## config.mk

```make
export PLATFORM = sky130hd
export DESIGN_NAME = spbc_breaker_ctrl
export DESIGN_NICKNAME = d
export VERILOG_FILES = /design/src/logic/spbc_pkg.sv /design/src/logic/spbc_in_sync.sv /design/src/logic/spbc_breaker_ctrl.sv
export VERILOG_INCLUDE_DIRS = /design/src /design/src/logic
export SDC_FILE = /design/constraint.sdc
export NUM_CORES = 1
export LEC_CHECK = 0
export ABC_AREA = 0
export BUFFER_PORTS_ARGS = -buffer_cell sky130_fd_sc_hd__clkbuf_2
export CAP_MARGIN = 0
export CORE_UTILIZATION = 35
export DETAILED_ROUTE_END_ITERATION = 12
export GPL_TIMING_DRIVEN = 1
export SLEW_MARGIN = 20
export SYNTH_ARGS = -nofsm -noshare
export SYNTH_HDL_FRONTEND = slang
export SYNTH_SLANG_ARGS = --single-unit
```

## constraint.sdc

```tcl
create_clock -name ref_clk -period 25.9 [get_ports ref_clk]
set_input_delay 5.18 -clock ref_clk [delete_from_list [all_inputs] [get_ports ref_clk]]
set_output_delay 5.18 -clock ref_clk [all_outputs]
set_load 0.01 [all_outputs]
```

## src/logic/spbc_defines.svh

```systemverilog
`ifndef SPBC_DEFINES_SVH
`define SPBC_DEFINES_SVH

// ==========================================================
// Time base
`define SPBC_CLK_PERIOD_NS    4
`define SPBC_TICK_NS          10000000
`define SPBC_TICK_CYCLES      (`SPBC_TICK_NS / `SPBC_CLK_PERIOD_NS)

// ==========================================================
// Register byte offsets
`define SPBC_OFS_CTRL         8'h00
`define SPBC_OFS_TRAVERSE     8'h04
`define SPBC_OFS_CLOSE_LEN    8'h08
`define SPBC_OFS_OPEN_LEN     8'h0c
`define SPBC_OFS_TERM         8'h10
`define SPBC_OFS_FTRIP_LEN    8'h14
`define SPBC_OFS_STATUS       8'h18
`define SPBC_OFS_EVENTS       8'h1c

// ==========================================================
// Control field positions
`define SPBC_CTRL_SYNC_EN     0
`define SPBC_CTRL_READY_EN    1
`define SPBC_CTRL_READY_HIGH  2

// ==========================================================
// Event field positions
`define SPBC_EV_OPEN_TMO      0
`define SPBC_EV_CLOSE_TMO     1
`define SPBC_EV_CLOSE_REFUSED 2
`define SPBC_EV_BUSY_IGNORED  3

// ==========================================================
// Reset values, times in 10 ms ticks
`define SPBC_RST_CTRL         3'h0
`define SPBC_RST_TRAVERSE     16'h0014
`define SPBC_RST_CLOSE_LEN    16'h0014
`define SPBC_RST_OPEN_LEN     16'h0014
`define SPBC_RST_TERM         16'h03e8
`define SPBC_RST_FTRIP_LEN    16'h0014

`endif

```

## src/logic/spbc_pkg.sv

```systemverilog
`default_nettype none

// ==========================================================
// Shared types
package spbc_pkg;

   // Position code of one phase or of the cart
   typedef enum logic [1:0] {
      POS_MID,
      POS_OPEN,
      POS_CLOSED,
      POS_BAD
   } spbc_pos_e;

   // Control operation in progress
   typedef enum logic [1:0] {
      ST_IDLE,
      ST_OPENING,
      ST_CLOSING
   } spbc_state_e;

endpackage : spbc_pkg

`default_nettype wire

```

## src/logic/spbc_in_sync.sv

```systemverilog
`timescale 1ns/1ps
`default_nettype none

// ==========================================================
// Three-stage input synchroniser with agreement filter
module spbc_in_sync #(
   parameter int W = 10
) (
   input  wire logic         ref_clk,
   input  wire logic         rst,
   input  wire logic [W-1:0] pin_in,
   output logic      [W-1:0] pin_out
);

   genvar i;
   generate
      for (i = 0; i < W; i++) begin : g_bit
         logic s1_ff;
         logic s2_ff;
         logic s3_ff;
         logic val_ff;

         // Shift chain, first stage read only by the second
         always_ff @(posedge ref_clk or posedge rst) begin
            if (rst) begin
               s1_ff <= 1'b0;
               s2_ff <= 1'b0;
               s3_ff <= 1'b0;
            end else begin
               s1_ff <= pin_in[i];
               s2_ff <= s1_ff;
               s3_ff <= s2_ff;
            end
         end

         // Accept a level once stages two and three agree
         always_ff @(posedge ref_clk or posedge rst) begin
            if (rst) begin
               val_ff <= 1'b0;
            end else if (s2_ff == s3_ff) begin
               val_ff <= s3_ff;
            end
         end

         assign pin_out[i] = val_ff;
      end
   endgenerate

endmodule : spbc_in_sync

`default_nettype wire

```

## src/logic/spbc_breaker_ctrl.sv

```systemverilog
// The register offsets and the strobed register port were chosen for this implementation.
`timescale 1ns/1ps
`default_nettype none
`include "spbc_defines.svh"

module spbc_breaker_ctrl #(
   parameter int TICK_CYCLES = `SPBC_TICK_CYCLES
) (
   input  wire logic        ref_clk,
   input  wire logic        rst,
   input  wire logic [7:0]  reg_addr,
   input  wire logic [31:0] reg_wdata,
   input  wire logic        reg_wr,
   input  wire logic        reg_rd,
   output logic      [31:0] reg_rdata,
   input  wire logic [2:0]  open_status_in,
   input  wire logic [2:0]  close_status_in,
   input  wire logic        cart_inserted_input,
   input  wire logic        cart_removed_input,
   input  wire logic        ready_in,
   input  wire logic        sync_in,
   input  wire logic [2:0]  open_req,
   input  wire logic        close_req,
   input  wire logic        ar_in_control,
   input  wire logic        ar_reclose_expected,
   output logic      [2:0]  open_cmd_out,
   output logic             close_cmd_out,
   output logic             final_trip_out,
   output logic      [5:0]  phase_status,
   output logic      [1:0]  cart_status,
   output logic             ctrl_timeout_event,
   output logic             close_refused_event
);

   // ==========================================================
   // Position decode
   function automatic spbc_pkg::spbc_pos_e pos_decode(input logic opn, input logic cls);
      spbc_pkg::spbc_pos_e p;
      p = spbc_pkg::POS_MID;
      case ({opn, cls})
         2'b10:   p = spbc_pkg::POS_OPEN;
         2'b01:   p = spbc_pkg::POS_CLOSED;
         2'b11:   p = spbc_pkg::POS_BAD;
         default: p = spbc_pkg::POS_MID;
      endcase
      return p;
   endfunction : pos_decode

   // ==========================================================
   // Field input synchronisation
   logic [9:0] pins_s;
   logic [2:0] open_s;
   logic [2:0] close_s;
   logic       cart_in_s;
   logic       cart_out_s;
   logic       ready_s;
   logic       sync_s;

   spbc_in_sync #(.W(10)) u_sync (
      .ref_clk (ref_clk),
      .rst     (rst),
      .pin_in  ({sync_in, ready_in, cart_removed_input, cart_inserted_input,
                 close_status_in, open_status_in}),
      .pin_out (pins_s)
   );

   assign open_s     = pins_s[2:0];
   assign close_s    = pins_s[5:3];
   assign cart_in_s  = pins_s[6];
   assign cart_out_s = pins_s[7];
   assign ready_s    = pins_s[8];
   assign sync_s     = pins_s[9];

   // ==========================================================
   // Settings registers
   logic [2:0]  ctrl_ff;
   logic [15:0] traverse_ff;
   logic [15:0] close_len_ff;
   logic [15:0] open_len_ff;
   logic [15:0] term_ff;
   logic [15:0] ftrip_len_ff;

   // Software writes to settings
   always_ff @(posedge ref_clk or posedge rst) begin
      if (rst) begin
         ctrl_ff      <= `SPBC_RST_CTRL;
         traverse_ff  <= `SPBC_RST_TRAVERSE;
         close_len_ff <= `SPBC_RST_CLOSE_LEN;
         open_len_ff  <= `SPBC_RST_OPEN_LEN;
         term_ff      <= `SPBC_RST_TERM;
         ftrip_len_ff <= `SPBC_RST_FTRIP_LEN;
      end else if (reg_wr) begin
         case (reg_addr)
            `SPBC_OFS_CTRL:      ctrl_ff      <= reg_wdata[2:0];
            `SPBC_OFS_TRAVERSE:  traverse_ff  <= reg_wdata[15:0];
            `SPBC_OFS_CLOSE_LEN: close_len_ff <= reg_wdata[15:0];
            `SPBC_OFS_OPEN_LEN:  open_len_ff  <= reg_wdata[15:0];
            `SPBC_OFS_TERM:      term_ff      <= reg_wdata[15:0];
            `SPBC_OFS_FTRIP_LEN: ftrip_len_ff <= reg_wdata[15:0];
            default:             ;
         endcase
      end
   end

   // ==========================================================
   // Common time base
   logic [23:0] tick_cnt_ff;
   logic        tick;

   assign tick = (tick_cnt_ff == 24'(TICK_CYCLES - 1));

   always_ff @(posedge ref_clk or posedge rst) begin
      if (rst) begin
         tick_cnt_ff <= 24'h000000;
      end else if (tick) begin
         tick_cnt_ff <= 24'h000000;
      end else begin
         tick_cnt_ff <= tick_cnt_ff + 24'h000001;
      end
   end

   // ==========================================================
   // Per-phase status with traverse filtering
   logic [2:0] ph_open;
   logic [2:0] ph_closed;

   genvar i;
   generate
      for (i = 0; i < 3; i++) begin : g_phase
         spbc_pkg::spbc_pos_e raw;
         spbc_pkg::spbc_pos_e raw_q_ff;
         spbc_pkg::spbc_pos_e stat_ff;
         logic [15:0]         trav_cnt_ff;

         assign raw = pos_decode(open_s[i], close_s[i]);

         // Time spent in the present raw code
         always_ff @(posedge ref_clk or posedge rst) begin
            if (rst) begin
               raw_q_ff    <= spbc_pkg::POS_MID;
               trav_cnt_ff <= 16'h0000;
            end else begin
               raw_q_ff <= raw;
               if (raw != raw_q_ff) begin
                  trav_cnt_ff <= 16'h0000;
               end else if (tick && trav_cnt_ff != 16'hffff) begin
                  trav_cnt_ff <= trav_cnt_ff + 16'h0001;
               end
            end
         end

         always_ff @(posedge ref_clk or posedge rst) begin
            if (rst) begin
               stat_ff <= spbc_pkg::POS_MID;
            end else if (raw == spbc_pkg::POS_OPEN || raw == spbc_pkg::POS_CLOSED) begin
               stat_ff <= raw;
            end else if (raw == raw_q_ff && trav_cnt_ff >= traverse_ff) begin
               stat_ff <= raw;
            end
         end

         assign phase_status[2*i +: 2] = stat_ff;
         assign ph_open[i]             = (stat_ff == spbc_pkg::POS_OPEN);
         assign ph_closed[i]           = (stat_ff == spbc_pkg::POS_CLOSED);
      end
   endgenerate

   // ==========================================================
   // Cart position
   spbc_pkg::spbc_pos_e cart_ff;

   always_ff @(posedge ref_clk or posedge rst) begin
      if (rst) begin
         cart_ff <= spbc_pkg::POS_MID;
      end else begin
         cart_ff <= pos_decode(cart_out_s, cart_in_s);
      end
   end

   assign cart_status = cart_ff;

   // ==========================================================
   // Control operation
   spbc_pkg::spbc_state_e state_ff;
   logic [2:0]            mask_ff;
   logic [2:0]            open_cmd_ff;
   logic                  close_cmd_ff;
   logic [15:0]           pulse_cnt_ff;
   logic [15:0]           term_cnt_ff;
   logic                  close_ok;
   logic                  open_done;
   logic                  term_hit;
   logic                  open_success;
   logic                  close_refused;
   logic                  busy_ignored;
   logic                  open_tmo;
   logic                  close_tmo;

   assign close_ok = (!ctrl_ff[`SPBC_CTRL_SYNC_EN] || sync_s) &&
                     (!ctrl_ff[`SPBC_CTRL_READY_EN] ||
                      (ready_s == ctrl_ff[`SPBC_CTRL_READY_HIGH]));

   assign close_refused = (state_ff == spbc_pkg::ST_IDLE) && (open_req == 3'h0) &&
                          close_req && !close_ok;
   assign busy_ignored  = (state_ff != spbc_pkg::ST_IDLE) && ((open_req != 3'h0) || close_req);
   assign open_done     = ((ph_open | ~mask_ff) == 3'h7);
   assign term_hit      = (term_cnt_ff >= term_ff);
   assign open_success  = (state_ff == spbc_pkg::ST_OPENING) && open_done;
   assign open_tmo      = (state_ff == spbc_pkg::ST_OPENING) && !open_done && term_hit;
   assign close_tmo     = (state_ff == spbc_pkg::ST_CLOSING) && (ph_closed != 3'h7) && term_hit;

   // Operation sequencing; open has priority over close
   always_ff @(posedge ref_clk or posedge rst) begin
      if (rst) begin
         state_ff <= spbc_pkg::ST_IDLE;
         mask_ff  <= 3'h0;
      end else begin
         case (state_ff)
            spbc_pkg::ST_IDLE: begin
               if (open_req != 3'h0) begin
                  state_ff <= spbc_pkg::ST_OPENING;
                  mask_ff  <= open_req;
               end else if (close_req && close_ok) begin
                  state_ff <= spbc_pkg::ST_CLOSING;
               end
            end
            spbc_pkg::ST_OPENING: begin
               if (open_done || term_hit) begin
                  state_ff <= spbc_pkg::ST_IDLE;
               end
            end
            spbc_pkg::ST_CLOSING: begin
               if ((ph_closed == 3'h7) || term_hit) begin
                  state_ff <= spbc_pkg::ST_IDLE;
               end
            end
            default: state_ff <= spbc_pkg::ST_IDLE;
         endcase
      end
   end

   // Pulse and termination tick counters
   always_ff @(posedge ref_clk or posedge rst) begin
      if (rst) begin
         pulse_cnt_ff <= 16'h0000;
         term_cnt_ff  <= 16'h0000;
      end else if (state_ff == spbc_pkg::ST_IDLE) begin
         pulse_cnt_ff <= 16'h0000;
         term_cnt_ff  <= 16'h0000;
      end else if (tick) begin
         if (pulse_cnt_ff != 16'hffff) begin
            pulse_cnt_ff <= pulse_cnt_ff + 16'h0001;
         end
         if (term_cnt_ff != 16'hffff) begin
            term_cnt_ff <= term_cnt_ff + 16'h0001;
         end
      end
   end

   always_ff @(posedge ref_clk or posedge rst) begin
      if (rst) begin
         open_cmd_ff  <= 3'h0;
         close_cmd_ff <= 1'b0;
      end else begin
         case (state_ff)
            spbc_pkg::ST_IDLE: begin
               open_cmd_ff  <= open_req;
               close_cmd_ff <= (open_req == 3'h0) && close_req && close_ok;
            end
            spbc_pkg::ST_OPENING: begin
               open_cmd_ff  <= (open_done || term_hit || pulse_cnt_ff >= open_len_ff) ?
                               3'h0 : (open_cmd_ff & ~ph_open);
               close_cmd_ff <= 1'b0;
            end
            spbc_pkg::ST_CLOSING: begin
               open_cmd_ff  <= 3'h0;
               close_cmd_ff <= close_cmd_ff && (ph_closed != 3'h7) && !term_hit &&
                               (pulse_cnt_ff < close_len_ff);
            end
            default: begin
               open_cmd_ff  <= 3'h0;
               close_cmd_ff <= 1'b0;
            end
         endcase
      end
   end

   assign open_cmd_out  = open_cmd_ff;
   assign close_cmd_out = close_cmd_ff;

   // Registered event outputs; timeout lasts one cycle, refusal lasts as long as a refused close_req is held
   always_ff @(posedge ref_clk or posedge rst) begin
      if (rst) begin
         ctrl_timeout_event  <= 1'b0;
         close_refused_event <= 1'b0;
      end else begin
         ctrl_timeout_event  <= open_tmo || close_tmo;
         close_refused_event <= close_refused;
      end
   end

   // ==========================================================
   // Final trip output
   logic        ftrip_ff;
   logic [15:0] ftrip_cnt_ff;

   // zero length holds until next close
   always_ff @(posedge ref_clk or posedge rst) begin
      if (rst) begin
         ftrip_ff     <= 1'b0;
         ftrip_cnt_ff <= 16'h0000;
      end else if (open_success && !(ar_in_control && ar_reclose_expected)) begin
         ftrip_ff     <= 1'b1;
         ftrip_cnt_ff <= 16'h0000;
      end else if (close_cmd_ff) begin
         ftrip_ff <= 1'b0;
      end else if (ftrip_ff && ftrip_len_ff != 16'h0000) begin
         if (ftrip_cnt_ff >= ftrip_len_ff) begin
            ftrip_ff <= 1'b0;
         end else if (tick) begin
            ftrip_cnt_ff <= ftrip_cnt_ff + 16'h0001;
         end
      end
   end

   assign final_trip_out = ftrip_ff;

   // ==========================================================
   // Sticky events, write one to clear, set wins
   logic [3:0] ev_ff;
   logic [3:0] ev_set;
   logic [3:0] ev_clr;

   assign ev_set = {busy_ignored, close_refused, close_tmo, open_tmo};
   assign ev_clr = (reg_wr && reg_addr == `SPBC_OFS_EVENTS) ? reg_wdata[3:0] : 4'h0;

   always_ff @(posedge ref_clk or posedge rst) begin
      if (rst) begin
         ev_ff <= 4'h0;
      end else begin
         ev_ff <= (ev_ff & ~ev_clr) | ev_set;
      end
   end

   // ==========================================================
   // Read data, valid only the cycle after the strobe
   always_ff @(posedge ref_clk or posedge rst) begin
      if (rst) begin
         reg_rdata <= 32'h00000000;
      end else if (reg_rd) begin
         case (reg_addr)
            `SPBC_OFS_CTRL:      reg_rdata <= {29'h0, ctrl_ff};
            `SPBC_OFS_TRAVERSE:  reg_rdata <= {16'h0, traverse_ff};
            `SPBC_OFS_CLOSE_LEN: reg_rdata <= {16'h0, close_len_ff};
            `SPBC_OFS_OPEN_LEN:  reg_rdata <= {16'h0, open_len_ff};
            `SPBC_OFS_TERM:      reg_rdata <= {16'h0, term_ff};
            `SPBC_OFS_FTRIP_LEN: reg_rdata <= {16'h0, ftrip_len_ff};
            `SPBC_OFS_STATUS:    reg_rdata <= {18'h0, state_ff, ftrip_ff, sync_s, ready_s,
                                              close_ok, cart_ff, phase_status};
            `SPBC_OFS_EVENTS:    reg_rdata <= {28'h0, ev_ff};
            default:             reg_rdata <= 32'h00000000;
         endcase
      end else begin
         reg_rdata <= 32'h00000000;
      end
   end

endmodule : spbc_breaker_ctrl

`default_nettype wire

```

After elaboration in Yosys (flattened, before gate mapping):

Cells that the tools add are included.

* register bits after elaboration: 305
* output and inout bits: 47
* word-level logic and storage cells: 270
* bits of input ports: 60

* equality and inequality tests: 64
* reduce and logical (&&, ||, !) cells: 73
* multiplexer cells: 43
* $lt $le $gt $ge: 7
* bitwise operators: 7
* $add $sub $neg: 7

Operators by type and width (number)
* 2-to-1 mux 16 bit: 17
* case mux 16 bit (8 select lines): 1
* adder 16 x 1 -> 16 bit (second input constant): 6
* >= comparator 16 bit: 6
* inequality test 16 bit (second input constant): 5
* equality test 8 x 5 -> 1 bit (second input constant): 4
* 2-to-1 mux 32 bit: 1
* equality test 2 bit (second input constant): 15
* case mux 2 bit (3 select lines): 5
* logical AND 1 bit: 26
* adder 24 x 1 -> 24 bit (second input constant): 1
* equality test 24 x 22 -> 1 bit (second input constant): 1
* 2-to-1 mux 24 bit: 1
* nonzero test 2 bit: 12
* equality test 2 x 1 -> 1 bit (second input constant): 11
* 2-to-1 mux 2 bit: 10
* AND reduction 2 bit: 10
* equality test 8 x 4 -> 1 bit (second input constant): 2
* < comparator 16 bit: 1
* nonzero test 16 bit: 1
* equality test 1 bit: 11
* logical OR 1 bit: 10
* nonzero test 3 bit: 3
* equality test 8 x 3 -> 1 bit (second input constant): 1
* other kinds (23): 40

Logic depth before layout (Yosys ltp):

* word-level depth: 7
* depth in mapped cells: 10
* gate-level depth less buffers: 8

Modules after synthesis:

Synthesis repeated with hierarchy kept, for this count alone.

* cells, all modules: 1526
* area, all modules: 15728.8 um2

Modules (own cells, without submodules)
* spbc_breaker_ctrl: seq. area each 6248.5 um2, cells an instance 1465, instances 1, area an instance 14536.4 um2
* spbc_in_sync: seq. area each 1001.0 um2, cells an instance 61, instances 1, area an instance 1192.4 um2

Worst setup path after synthesis:

No wires, ideal clock.

* kind: in2reg
* start point: input reg_addr[0]
* end point: register term_ff[0]
* library setup time: 0.125 ns
* buffers on the path: 2
* stages on the path: 7
* path slack: 18.517 ns
* arrival time: 7.258 ns
* required time: 25.775 ns
* cells stage by stage: or4_1 -> or3_1 -> clkbuf_1 -> nor2_1 -> nand2_1 -> clkbuf_1 -> mux2_2

* longest elaborated chain between the ends: 2

RTL lines
* start, declared: RTL line spbc_breaker_ctrl.sv:11 `input wire logic [7:0] reg_addr,`
* equality test 8 x 5 -> 1 bit: RTL line spbc_breaker_ctrl.sv:93 `case (reg_addr)`
* AND reduction 2 bit (no source line)
* end signal, assigned: RTL line spbc_breaker_ctrl.sv:90 `` term_ff <= `SPBC_RST_TERM; ``
* end signal, assigned: RTL line spbc_breaker_ctrl.sv:98 `` `SPBC_OFS_TERM: term_ff <= reg_wdata[15:0]; ``
* end, declared: RTL line spbc_breaker_ctrl.sv:80 `logic [15:0] term_ff;`

No other way between the ends.
A chain may end at the register's enable or synchronous reset.

Worst setup path in the final report:

* start point: input reg_addr[0]
* end point: register open_len_ff[12]

* longest elaborated chain between the ends: 2

RTL lines
* equality test 8 x 4 -> 1 bit: RTL line spbc_breaker_ctrl.sv:93
* AND reduction 2 bit (no source line)
* end signal, assigned: RTL line spbc_breaker_ctrl.sv:89 `` open_len_ff <= `SPBC_RST_OPEN_LEN; ``
* end signal, assigned: RTL line spbc_breaker_ctrl.sv:97 `` `SPBC_OFS_OPEN_LEN: open_len_ff <= reg_wdata[15:0]; ``
* end, declared: RTL line spbc_breaker_ctrl.sv:79 `logic [15:0] open_len_ff;`

No other way between the ends.

==> metrics.yaml <==
reg.largest.list: "g_phase.trav_cnt_ff: 48 flops, tick_cnt_ff: 24 flops"
antenna_found_initial: 1
coreArea_um2: 44300
yosys_warnings: 0
arrival_ns: 8.57
ys_async_sr_fraction: 1.00
vdd.ir_drop.worst_v: 0.0000443
top_register: "g_phase.trav_cnt_ff"
ctsResizeCount: 0
worst_pin_slew_ns: 1.15
die_w_um: 214
hold_buffers: 0
die-area_um2: 45800
ys_seq_elements: 289
clockBufferDepth: 3
drt-total-wl_um: 41800
num-fill-cells: 4370
yosysMostFrequentCell: "dfrtp_1"
grt_setup_unrepaired: "no"
yosys.area.top_type: "dfrtp_1"
clkSlewWorstSetupHoldPaths_ns: 0.06
grt_pass1_wl_um: 66700
initial_core_util: 0.355
skew_ns: 0.0181
synth_edf_count: 0
worst-endpoint-required_ns: 26.30
antennaDiodeCount: 0
cts_buffers: 34
period_share: 0.316
place_hpwl_um: 30600
cts_tree: "built"
grt_use_total: 0.182
clockRootBuffer: "clkbuf_16"
die_h_um: 214
leakage_nw: 8.11
drt-initial-drc-count: 768
postRouteAntennaNets: 0
io_pins: 107
core.rowCount: 77
setup_viol: 0
io_buffer_count: 74
final_nets: 1824
synth_common_cells: "dfrtp_1 (275), ha_1 (130), nand2_1 (125)"
hp-class: "reg -> reg"
status: "finished, final reports clean"
multiInputGateArea_um2: 7880
path_class: "in -> reg"
drv_cap: 0
wl_per_cell_um: 18.6
regArea_um2: 7250
cts.htree.levels: 2
yosysSeqAreaShare: 0.461
syn_avg_cell_area_um2: 10.1
synth.top_cell.area_share: 0.437
dr.pass1.iters: 5
crit_fanout: 16
p_per_area_nw_per_um2: 63.9
slew_headroom: 0.232
cts_sinks: 289
routed_via_density: 5.38
clk_latency_ns: 0.53
vias: 12100
dp_slack_ns: 17.26
drv_slew: 0
grt_max_degree: 77
post_cts_buffers: 0
drc: 0
yosys-top-cells-area: "dfrtp_1 (44%), ha_1 (10%), mux2_2 (5.3%)"
yosys_most_used_dff: "dfrtp_1"
fin_ws_ns: 17.72
largest_reg_flops: 48
routabilityCongestion: 0.917
grt_pass1_vias: 12100
clock.fmax_mhz: 122
overflow: 0
synth_cell_types: 64
synthToLayoutAreaGrowth_pct: 13.2
synthesis.area_um2: 15700
setup_tns_ns: 0
endpoint_kind: "register"
period_minus_slack_ns: 8.18
layout-drive-gt1-share: 0.146
worst_setup_path_start_kind: "input pin"
hold_viol_final: 0
synthCells: 1560
where the power goes:
| group | switching, mW | internal (mW) | total [mW] |
|---|---|---|---|
| Combinational | 0.106 | 0.0488 | 0.155 |
| Clock | 0.191 | 0.290 | 0.481 |
| Sequential | 0.0264 | 0.477 | 0.504 |
critical path, cell delays in order:
cell	delay, ns
clkbuf_2	0.07
or4_1	0.65
nor2_1	0.51
nand2_1	0.47
nor2_1	0.62
nand2_1	0.60
mux2_2	0.46
worst paths after layout:
path                                       start               endpoint  slack [ns]  cells past startpoint
setup reg to reg                 tick_cnt_ff[14]        term_cnt_ff[14]       22.30                      6
hold reg to reg            u_sync.g_bit[1].s1_ff  u_sync.g_bit[1].s2_ff        0.34                      0
hold / removal             u_sync.g_bit[1].s1_ff  u_sync.g_bit[1].s2_ff        0.34                      0
setup / recovery                     reg_addr[0]        open_len_ff[12]       17.72                      7
min in group asynchronous                    rst  u_sync.g_bit[2].s1_ff        4.72                      2
max in group asynchronous                    rst        ftrip_len_ff[7]       19.78                      3
final cells by class:
| cell class | count | area share |
|---|---|---|
| inverters | 101 | 0.0217 |
| multi-input cells | 1125 | 0.442 |
| well taps | 592 | 0.0416 |
| clock inverters | 9 | 0.00428 |
| repair buffers | 83 | 0.0246 |
| flip-flops and latches | 289 | 0.407 |
| clock buffers | 51 | 0.0588 |
kinds of logic (layout without fill, tap and decap cells):
| logic type | count (synthesis) | in the layout | synth area share |
|---|---|---|---|
| other | 1 | 16 | 0.000238 |
| muxes | 99 | 99 | 0.0688 |
| adders and majority gates | 140 | 140 | 0.110 |
| AOI/OAI and AO/OA | 259 | 259 | 0.0995 |
| xor gates and xnor gates | 83 | 83 | 0.0462 |
| DFF | 289 | 289 | 0.461 |
| and+or+nand+nor | 528 | 528 | 0.172 |
| buffers and inverters | 161 | 244 | 0.0432 |
layer usage:
| layer | vias up | GRT usage | part of all wire |
|---|---|---|---|
| li1 | 5666 | - | - |
| met1 | 6048 | 0.248 | 0.45 |
| met3 | 92 | 0.0299 | 0.048 |
| met5 | - | 0 | 0 |
| met4 | 0 | 0.0602 | 0.032 |
| met2 | 296 | 0.295 | 0.47 |
layout by cell type, fill, tap and decap left out, types with 37 or more instances in the layout:
| cell type | count |
|---|---|
| dfrtp_1 | 275 |
| ha_1 | 130 |
| nand2_1 | 125 |
| nor2_1 | 117 |
| inv_1 | 100 |
| a21oi_1 | 79 |
| o21ai_0 | 78 |
| mux2_2 | 74 |
| clkbuf_2 | 74 |
| nand3_1 | 55 |
| nand4_1 | 44 |
| xor2_1 | 42 |
| xnor2_1 | 41 |
| clkbuf_16 | 37 |
per-stage QoR:
step | total power [mW] | area (um^2) | cells | utilization | hold WS [ns]
final | 1.14 | 17800 | 2250 | 0.402 | 0.344
after global routing | 1.19 | 17800 | 2250 | 0.402 | 0.353
after CTS | 1.15 | 17800 | 2250 | 0.402 | 0.346
after detailed placement | 0.666 | 16700 | 2190 | 0.376 | 0.335
after global placement | 0.661 | 16700 | 2190 | 0.376 | 0.333
after floorplan | 0.604 | 15800 | 1575 | - | 0.331
Note: power is estimated with default switching activity, not from simulation.
